## config.mk

```make
export PLATFORM = sky130hd
export DESIGN_NAME = esbtc_timer
export DESIGN_NICKNAME = d
export VERILOG_FILES = /design/src/logic/esbtc_timer.v /design/src/logic/esbtc_sync_edge.v
export VERILOG_INCLUDE_DIRS = /design/src /design/src/logic
export SDC_FILE = /design/constraint.sdc
export NUM_CORES = 1
export LEC_CHECK = 0
export BUFFER_PORTS_ARGS = -buffer_cell sky130_fd_sc_hd__buf_2
export CORE_ASPECT_RATIO = 0.6
export CORE_UTILIZATION = 55
export DETAILED_ROUTE_END_ITERATION = 7
export PLACE_DENSITY = 0.74
export RECOVER_POWER = 25
export SKIP_LAST_GASP = 1
export SYNTH_ARGS = -nofsm -noshare
export SYNTH_HDL_FRONTEND = slang
export SYNTH_SLANG_ARGS = --single-unit
```

## constraint.sdc

```tcl
create_clock -name clk_i -period 2.8 [get_ports clk_i]
set_input_delay 0.42 -clock clk_i [delete_from_list [all_inputs] [get_ports clk_i]]
set_output_delay 0.42 -clock clk_i [all_outputs]
set_load 0.02 [all_outputs]
```

## src/logic/esbtc_defines.vh

```
/*
 Constants for the 8/16-bit timer/counter: register offsets, field positions,
 reset values and clock-source codes. Included by esbtc_timer and its checker.
*/
`ifndef ESBTC_DEFINES_VH
`define ESBTC_DEFINES_VH

// Register offsets on the plain register port (4-bit address)
`define ESBTC_OFF_LOW        4'h0
`define ESBTC_OFF_HIGH       4'h1
`define ESBTC_OFF_CTRL0      4'h2
`define ESBTC_OFF_CTRL1      4'h3

// Control register zero fields
`define ESBTC_C0_EN          7
`define ESBTC_C0_OUT         5
`define ESBTC_C0_WIDE        4
`define ESBTC_C0_PS_HI       3
`define ESBTC_C0_PS_LO       0

// Control register one fields
`define ESBTC_C1_CS_HI       7
`define ESBTC_C1_CS_LO       5
`define ESBTC_C1_UNSYNC      4
`define ESBTC_C1_PRE_HI      3
`define ESBTC_C1_PRE_LO      0

// Reset values and other constants
`define ESBTC_RST_LOW        8'h00
`define ESBTC_RST_HIGH       8'hff
`define ESBTC_RST_CTRL       8'h00
`define ESBTC_RST_PRE        15'h0000
`define ESBTC_RST_POST       4'h0
`define ESBTC_ZERO8          8'h00
`define ESBTC_ALL_ONES8      8'hff
`define ESBTC_ONE8           8'h01
`define ESBTC_ONE4           4'h1
`define ESBTC_ONE15          15'h0001
`define ESBTC_PRE_BYPASS     4'h0

// Clock source codes
`define ESBTC_CS_PIN         3'h0
`define ESBTC_CS_PIN_INV     3'h1
`define ESBTC_CS_INSTR       3'h2
`define ESBTC_CS_HIGH_OSC    3'h3
`define ESBTC_CS_LOW_OSC     3'h4
`define ESBTC_CS_MED_OSC     3'h5
`define ESBTC_CS_SEC_OSC     3'h6
`define ESBTC_CS_LOGIC_CELL  3'h7

`endif

```

## src/logic/esbtc_timer.v

```verilog
/*
 8/16-bit timer/counter with prescaler, postscaler, period compare, buffered
 high byte and a toggling output. Registers sit on a plain port with read
 data one cycle after the read strobe.
 Assumes all clock-source inputs are levels sampled on clk_i; the instruction
 clock source is given as a one-cycle tick input.
*/
// Our own choices: strobed register access and the address map.
`timescale 1ns/10ps
`include "esbtc_defines.vh"
module esbtc_timer (
    input  wire       clk_i,         // 250 MHz system clock
    input  wire       rst_i,         // Synchronous reset, active high
    input  wire       ce_i,          // Clock enable, freezes all state when low
    input  wire       sleep_i,       // Device in sleep: sync path halts
    input  wire [3:0] addr_i,        // Register address
    input  wire [7:0] wdata_i,       // Write data
    input  wire       wr_i,          // Write strobe
    input  wire       rd_i,          // Read strobe
    output reg  [7:0] rdata_o,       // Read data, valid the cycle after rd_i
    input  wire       pin_i,         // Count input pin level
    input  wire       instr_tick_i,  // Instruction clock tick, one cycle pulse
    input  wire       high_osc_i,    // High internal oscillator level
    input  wire       low_osc_i,     // Low internal oscillator level
    input  wire       med_osc_i,     // Medium internal oscillator level
    input  wire       sec_osc_i,     // Secondary oscillator level
    input  wire       logic_cell_i,  // Logic cell one output level
    output reg        rollover_o,    // Postscaled rollover pulse
    output reg        match_flag_o,  // Match flag pulse for the interrupt logic
    output reg        timer_out_o    // 50% duty output
);
    reg  [7:0]  count_low;         // Low byte of the count
    reg  [7:0]  count_high_buffer; // Software-visible high byte
    reg  [7:0]  true_high;         // Hidden high byte used in wide mode
    reg  [7:0]  period_buf;        // Period buffer used in narrow mode
    reg  [7:0]  ctrl0;             // Timer control zero (output bit live)
    reg  [7:0]  ctrl1;             // Timer control one
    reg  [14:0] pre_cnt;           // 15-bit prescaler counter
    reg  [3:0]  post_cnt;          // Postscaler counter
    reg         src_old;           // Previous raw source for unsync edges
    reg         pre_old;           // Previous prescaler tap

    wire        enable    = ctrl0[`ESBTC_C0_EN];
    wire        wide      = ctrl0[`ESBTC_C0_WIDE];
    wire [3:0]  post_sel  = ctrl0[`ESBTC_C0_PS_HI:`ESBTC_C0_PS_LO];
    wire [2:0]  src_sel   = ctrl1[`ESBTC_C1_CS_HI:`ESBTC_C1_CS_LO];
    wire        unsync    = ctrl1[`ESBTC_C1_UNSYNC];
    wire [3:0]  pre_sel   = ctrl1[`ESBTC_C1_PRE_HI:`ESBTC_C1_PRE_LO];
    // Control zero as software sees it: bit 6 reads zero, output bit is live
    wire [7:0]  ctrl0_view = {ctrl0[`ESBTC_C0_EN], 1'b0, timer_out_o, ctrl0[`ESBTC_C0_WIDE:`ESBTC_C0_PS_LO]};

    // Register strobes decoded once
    wire wr_low   = wr_i & (addr_i == `ESBTC_OFF_LOW);
    wire wr_high  = wr_i & (addr_i == `ESBTC_OFF_HIGH);
    wire wr_c0    = wr_i & (addr_i == `ESBTC_OFF_CTRL0);
    wire wr_c1    = wr_i & (addr_i == `ESBTC_OFF_CTRL1);
    wire rd_low   = rd_i & (addr_i == `ESBTC_OFF_LOW);
    wire clr_scal = wr_low | wr_c0 | wr_c1;

    // Source mux; instruction tick is already a level of one-cycle width
    reg src_raw;
    always @* begin
        case (src_sel)
            `ESBTC_CS_PIN:        src_raw = pin_i;
            `ESBTC_CS_PIN_INV:    src_raw = ~pin_i;
            `ESBTC_CS_INSTR:      src_raw = instr_tick_i;
            `ESBTC_CS_HIGH_OSC:   src_raw = high_osc_i;
            `ESBTC_CS_LOW_OSC:    src_raw = low_osc_i;
            `ESBTC_CS_MED_OSC:    src_raw = med_osc_i;
            `ESBTC_CS_SEC_OSC:    src_raw = sec_osc_i;
            `ESBTC_CS_LOGIC_CELL: src_raw = logic_cell_i;
            default:              src_raw = 1'b0;
        endcase
    end

    // Synchronised path; the instruction tick is already in this domain
    wire sync_rise;
    esbtc_sync_edge u_sync (
        .clk_i   (clk_i),
        .rst_i   (rst_i),
        .ce_i    (ce_i),
        .level_i (src_raw),
        .level_o (),
        .rise_o  (sync_rise)
    );

    // Unsync edge comes straight off the raw source, two cycles sooner.
    // Trade-off: faster response but the caller must keep inputs glitch free.
    wire unsync_rise = src_raw & ~src_old;
    wire instr_sel   = (src_sel == `ESBTC_CS_INSTR);
    // Sync mode stops in sleep; source edges limited to tick rate by the user
    wire sync_edge   = instr_sel ? instr_tick_i : sync_rise;
    wire src_edge    = unsync ? unsync_rise : (sync_edge & ~sleep_i);

    // Prescaler tap: bit (sel-1) of counter; its rising edge divides by 2^sel
    wire       bypass     = (pre_sel == `ESBTC_PRE_BYPASS);
    wire [3:0] tap_idx    = pre_sel - `ESBTC_ONE4;
    // Gated in bypass so the index never runs past the top counter bit
    wire       pre_tap    = bypass ? 1'b0 : pre_cnt[tap_idx];
    wire       pre_rise   = pre_tap & ~pre_old;
    // Count on source edge or prescaler output edge
    wire       count_edge = enable & (bypass ? src_edge : pre_rise);

    // Compare and rollover events
    wire narrow_match = ~wide & (count_low == period_buf);
    wire wide_ovf     = wide & ({true_high, count_low} == {`ESBTC_ALL_ONES8, `ESBTC_ALL_ONES8});
    wire event_hit    = count_edge & (narrow_match | wide_ovf);
    wire post_done    = (post_cnt == post_sel);

    // Source and prescaler tap edge history
    always @(posedge clk_i) begin
        if (rst_i) begin
            src_old <= 1'b0;
            pre_old <= 1'b0;
        end else if (ce_i) begin
            src_old <= src_raw;
            pre_old <= clr_scal ? 1'b0 : pre_tap;
        end
    end

    // Prescaler counter, cleared by reset and by low or control writes
    always @(posedge clk_i) begin
        if (rst_i) begin
            pre_cnt <= `ESBTC_RST_PRE;
        end else if (ce_i) begin
            if (clr_scal) begin
                pre_cnt <= `ESBTC_RST_PRE;
            end else if (enable & src_edge) begin
                pre_cnt <= pre_cnt + `ESBTC_ONE15;
            end
        end
    end

    // Count registers, buffered high byte and period buffer
    always @(posedge clk_i) begin
        if (rst_i) begin
            count_low         <= `ESBTC_RST_LOW;
            count_high_buffer <= `ESBTC_RST_HIGH;
            true_high         <= `ESBTC_RST_LOW;
            period_buf        <= `ESBTC_RST_HIGH;
        end else if (ce_i) begin
            if (wr_low) begin
                count_low <= wdata_i;
                if (wide) begin
                    true_high <= count_high_buffer;
                end
            end else if (count_edge) begin
                if (narrow_match) begin
                    count_low  <= `ESBTC_ZERO8;
                    period_buf <= count_high_buffer;
                end else if (wide) begin
                    {true_high, count_low} <= {true_high, count_low} + {`ESBTC_ZERO8, `ESBTC_ONE8};
                end else begin
                    count_low <= count_low + `ESBTC_ONE8;
                end
            end
            // High buffer: direct write always, latch on low read in wide mode
            if (wr_high) begin
                count_high_buffer <= wdata_i;
            end else if (rd_low & wide) begin
                count_high_buffer <= true_high;
            end
        end
    end

    // Control registers; the output bit reads live and its stored copy is unused
    always @(posedge clk_i) begin
        if (rst_i) begin
            ctrl0 <= `ESBTC_RST_CTRL;
            ctrl1 <= `ESBTC_RST_CTRL;
        end else if (ce_i) begin
            if (wr_c0) begin
                ctrl0 <= wdata_i;
            end
            if (wr_c1) begin
                ctrl1 <= wdata_i;
            end
        end
    end

    // Postscaler, rollover pulse, flag and toggle output
    always @(posedge clk_i) begin
        if (rst_i) begin
            post_cnt     <= `ESBTC_RST_POST;
            rollover_o   <= 1'b0;
            match_flag_o <= 1'b0;
            timer_out_o  <= 1'b0;
        end else if (ce_i) begin
            match_flag_o <= 1'b0;
            if (clr_scal) begin
                post_cnt   <= `ESBTC_RST_POST;
                rollover_o <= 1'b0;
            end else if (event_hit) begin
                if (post_done) begin
                    post_cnt     <= `ESBTC_RST_POST;
                    rollover_o   <= 1'b1;
                    match_flag_o <= 1'b1;
                    timer_out_o  <= ~timer_out_o;
                end else begin
                    post_cnt <= post_cnt + `ESBTC_ONE4;
                end
            end else if (count_edge) begin
                // Pulse lasts one prescaled count period
                rollover_o <= 1'b0;
            end
        end
    end

    // Read port: data stands the cycle after the strobe
    always @(posedge clk_i) begin
        if (rst_i) begin
            rdata_o <= `ESBTC_ZERO8;
        end else if (ce_i) begin
            if (rd_i) begin
                case (addr_i)
                    `ESBTC_OFF_LOW:   rdata_o <= count_low;
                    `ESBTC_OFF_HIGH:  rdata_o <= count_high_buffer;
                    `ESBTC_OFF_CTRL0: rdata_o <= ctrl0_view;
                    `ESBTC_OFF_CTRL1: rdata_o <= ctrl1;
                    default:          rdata_o <= `ESBTC_ZERO8;
                endcase
            end else begin
                rdata_o <= `ESBTC_ZERO8;
            end
        end
    end
endmodule // esbtc_timer

```

## src/logic/esbtc_sync_edge.v

```verilog
/*
 Two-stage synchroniser with rising-edge detector for one level.
 Assumes the input is a slow level relative to clk_i.
*/
`timescale 1ns/10ps
module esbtc_sync_edge (
    input  wire clk_i,   // System clock
    input  wire rst_i,   // Synchronous reset, active high
    input  wire ce_i,    // Clock enable
    input  wire level_i, // Level to bring in
    output wire level_o, // Synchronised level
    output wire rise_o   // One-cycle pulse on a rising edge
);
    reg stage_one; // First stage, read only by stage_two
    reg stage_two; // Second stage, safe to use
    reg stage_old; // Previous safe value for edge detection

    // Shift through the synchroniser; the edge detector looks at stage two only
    always @(posedge clk_i) begin
        if (rst_i) begin
            stage_one <= 1'b0;
            stage_two <= 1'b0;
            stage_old <= 1'b0;
        end else if (ce_i) begin
            stage_one <= level_i;
            stage_two <= stage_one;
            stage_old <= stage_two;
        end
    end

    assign level_o = stage_two;
    assign rise_o  = stage_two & ~stage_old;
endmodule // esbtc_sync_edge

```

==> Implementation_results.wiki <==
{| class="wikitable"
! Metric !! Value
|-
| Outcome || finished clean
|-
| Area of the die || roughly 8800 sq um
|-
| Gp weighted congestion || ~0.92
|-
| Clk Tree Root Cell || sky130_fd_sc_hd__clkbuf_16
|-
| Number of standard-cell rows in the floorplan || 25
|-
| Clock tree from TritonCTS || yes
|-
| Final worst path period share || between 90% and 100%
|-
| Fraction of synthesized cell area taken by the top area cell type || between 30% and 40%
|-
| Most instantiated library cell after synthesis || sky130_fd_sc_hd__dfxtp_1
|-
| Initial antenna violation count || 0
|-
| Net count after synthesis || about 560
|-
| Hold violation count in the final report || 0
|-
| Number of warning messages in the yosys log || 0
|-
| Min-delay src || rst_i
|-
| Crit Path Class || register to register
|-
| DR iter-0 viols || 403
|-
| FF-to-FF End || true_high[7]
|-
| Max H-tree Level || 3
|-
| Maximum capacitance violations || 0
|-
| Total Routing Usage GR || slightly below 30%
|-
| Cell type contributing the most total cell area after synthesis || sky130_fd_sc_hd__dfxtp_1
|-
| Critical Path End Type || register
|-
| Proportion of register bits with asynchronous set or reset after synthesis || 0%
|-
| Filler-free cell count of the finished design || between 600 and 700
|-
| Fin Clk Skew || 0.00770 ns
|-
| Cell count after placement || between 600 and 700
|-
| Arrival time of the worst setup path || around 2.9 ns
|-
| Count of hold-fix buffers inserted at cts || 0
|-
| Clock transition at the register clock pins on the worst setup and hold paths after CTS || approximately 0.06 ns
|-
| Remaining Overflow, GRT || 0
|-
| Setup WS post-layout || 0.140 ns
|-
| Combinational share of power || approximately 5.7%
|-
| Area added between synthesis and finish || 11.9%
|-
| Maximum vdd ir drop || ~320 uV
|-
| Area of the mapped netlist || approximately 4700 sq um
|-
| Flops & latches, synth || 80
|-
| Minimum setup slack among reg-to-reg paths || 0.14 ns
|-
| Kind of start point of the critical path || register
|-
| Fraction of power consumed by sequential logic || a little under half
|-
| Worst R2R Path Depth || 9
|-
| Total clock sinks || 80
|-
| Required time reported for the critical path endpoint || ~3.1 ns
|-
| Overall routed net length || between 10000 and 15000 microns
|-
| Sequential-to-total area share from yosys stat || 34.4%
|-
| Number of buffers between clock root and the deepest sink || 2
|-
| Die boundary height || around 73 microns
|-
| Leakage component of the power || around 1.9 nW
|-
| First-pass GRT wire length || between 15000 and 20000 microns
|-
| Top-level I/O count || 36
|-
| EDFF count, synth || 0
|-
| Area occupied by registers || approximately 1600 sq um
|-
| Floorplan Core Area || between 8000 and 9000 sq um
|-
| Headroom to the max-slew limit || 38.9%
|-
| Half-perimeter wire length after detailed placement || between 9000 and 10000 microns
|-
| Cell count after synthesis || 530
|-
| Die span in x || between 100 and 150 microns
|-
| Crit path from || ctrl1[1]
|-
| Endpoint with the worst hold slack || pre_cnt[1]
|-
| Actual transition at the worst max-transition pin || around 0.9 ns
|-
| First drt pass iteration count || 5
|-
| Antenna Cells || 0
|-
| Highest attainable clock frequency || around 380 MHz
|-
| Cell internal power dissipation || 1.97 mW
|-
| Starting density of the core || a little under 60%
|-
| Maximum number of pins on one net before global-route repair || 74
|-
| Detail Route Antenna Nets || 0
|-
| Post-CTS setup buffer count || 0
|-
| Minimum setup slack after placement || 0.128 ns
|-
| Filler instances || 696
|-
| Number of distinct library cells after synthesis || 73
|-
| CTS-repair resized insts || 0
|-
| DR WL/cell || ~19 microns
|-
| Final count of pins violating max slew || 0
|-
| Power share of the clock group || 48.8%
|-
| Synthesized area per cell || just under 9 sq um
|-
| Sum Neg Setup Slack || 0 ns
|-
| Pwr dens || roughly 490 nW/um^2
|-
| Final setup violation count || 0
|-
| RSZ-0062 raised after global routing || yes
|-
| Reg-to-reg startpoint || ctrl1[1]
|-
| Routed via count || ~4300
|-
| Core occupancy in the finished layout || roughly two thirds
|-
| Layout cells sized above 1 || 16.3%
|-
| Synth top area cells || sky130_fd_sc_hd__dfxtp_1, sky130_fd_sc_hd__mux2i_1, sky130_fd_sc_hd__nor2_1
|-
| Net switching share of the total power || about 22%
|-
| Most frequently used flop master after synthesis || sky130_fd_sc_hd__dfxtp_1
|-
| Worst min-delay path category || input pin to register
|-
| Most frequent cells after synthesis || sky130_fd_sc_hd__dfxtp_1, sky130_fd_sc_hd__nor2_1, sky130_fd_sc_hd__a21oi_1, sky130_fd_sc_hd__mux2i_1, sky130_fd_sc_hd__nand2_1
|-
| Hold Path Cell Cnt || 2
|-
| Residual DRC count || 0
|-
| Later-pin clock latency in the skew report || 0.34 ns
|-
| Multi-input logic area || approximately 2800 sq um
|-
| Clock period minus final worst setup slack || about 2.7 ns
|-
| CTS buffer count || 9
|-
| Vias in the first global route || between 3000 and 4000
|-
| Power dissipated by switching net loads || roughly 560 uW
|-
| Port Buf Inserts || 35
|-
| Critical-path maximum fanout || 7
|-
| Avg Vias per Cell || 6.32
|-
| Total placed instance area || about 5000 sq um
|-
| Final std cell area, no fill || 5210 sq um
|-
| Final Net Count || between 500 and 600
|}
-- routing by layer --
layer,part of all wire (%),global-route usage [%],up-vias,routed length (microns)
met5,0,0,-,0
met1,48,43.1,2051,6020
met4,1.4,9.60,0,177
li1,-,-,2009,-
met3,8.9,8.77,17,1120
met2,42,42.3,202,5250
-- power by group through the flow --
stage	clock [mW]	sequential [mW]	combinational (mW)
detailed placement	0	1.18	0.140
CTS	1.24	1.15	0.141
floorplan	0	1.17	0.0906
finish	1.23	1.15	0.143
global route	1.30	1.15	0.153
global placement	0	1.18	0.136
-- worst max-delay path, cell delays in order (launching register included) --
cell	delay (ns)
sky130_fd_sc_hd__dfxtp_1	0.39
sky130_fd_sc_hd__inv_1	0.07
sky130_fd_sc_hd__ha_1	0.40
sky130_fd_sc_hd__mux4_2	0.34
sky130_fd_sc_hd__or3_1	0.34
sky130_fd_sc_hd__o211ai_2	0.11
sky130_fd_sc_hd__a21oi_2	0.10
sky130_fd_sc_hd__a211oi_4	0.40
sky130_fd_sc_hd__nor2_2	0.14
sky130_fd_sc_hd__a221oi_2	0.27
-- placed cells by master, fill, tap and decap left out, types with 12 or more instances in the layout --
cell and count:
sky130_fd_sc_hd__buf_2 23, sky130_fd_sc_hd__dfxtp_1 80, sky130_fd_sc_hd__xnor2_1 12, sky130_fd_sc_hd__a21oi_1 38
sky130_fd_sc_hd__nor2b_1 20, sky130_fd_sc_hd__nand3_1 13, sky130_fd_sc_hd__mux2i_1 27, sky130_fd_sc_hd__o21ai_0 20
sky130_fd_sc_hd__clkbuf_1 15, sky130_fd_sc_hd__nor2_1 71, sky130_fd_sc_hd__nand2_1 22, sky130_fd_sc_hd__inv_1 18
sky130_fd_sc_hd__buf_4 20
-- worst max path at each step --
| stage | end | slack [ns] |
|---|---|---|
| 2_1_floorplan | true_high[0] | 0.40 |
| 3_3_place_gp | period_buf[3] | 0.26 |
| 3_5_place_dp | period_buf[1] | 0.13 |
| 4_1_cts | period_buf[1] | 0.1 |
| 5_1_grt | period_buf[7] | -0.01 |
| 6_report | true_high[7] | 0.14 |
-- sequential cells by signal (all words and copies together), names as in the netlist, 4 cells and up --
name               count
count_low              8
true_high              8
pre_cnt               15
ctrl0                  6
ctrl1                  8
rdata_o                8
period_buf             8
post_cnt               4
count_high_buffer      8
-- cell families (layout without fill, tap and decap cells) --
logic type | after synthesis | in the layout | share of synthesized area, %
AO/OA/AOI/OAI | 134 | 134 | 20.6
XOR/XNOR | 20 | 20 | 3.76
adder cells (fa/ha/maj) | 4 | 4 | 1.08
buffers and inverters | 50 | 89 | 5.70
flip-flops | 80 | 80 | 34.4
multiplexers | 40 | 40 | 11.9
AND/OR/NAND/NOR | 202 | 202 | 22.6
-- stage by stage --
stage          power, mW  hold WS, ns
5_1_grt             2.60        0.358
6_report            2.53        0.351
4_1_cts             2.53        0.342
2_1_floorplan       1.26        0.451
3_5_place_dp        1.31        0.474
3_3_place_gp        1.31        0.469
-- final cells by class --
| class | count | share of cell area (%) |
|---|---|---|
| Multi-Input combinational cell | 400 | 53.5 |
| Clock buffer | 11 | 4.47 |
| Timing Repair Buffer | 56 | 6.03 |
| Clock inverter | 4 | 1.35 |
| Tap cell | 108 | 2.59 |
| Inverter | 18 | 1.30 |
| Sequential cell | 80 | 30.7 |
Power figures use the tool's default switching activity.
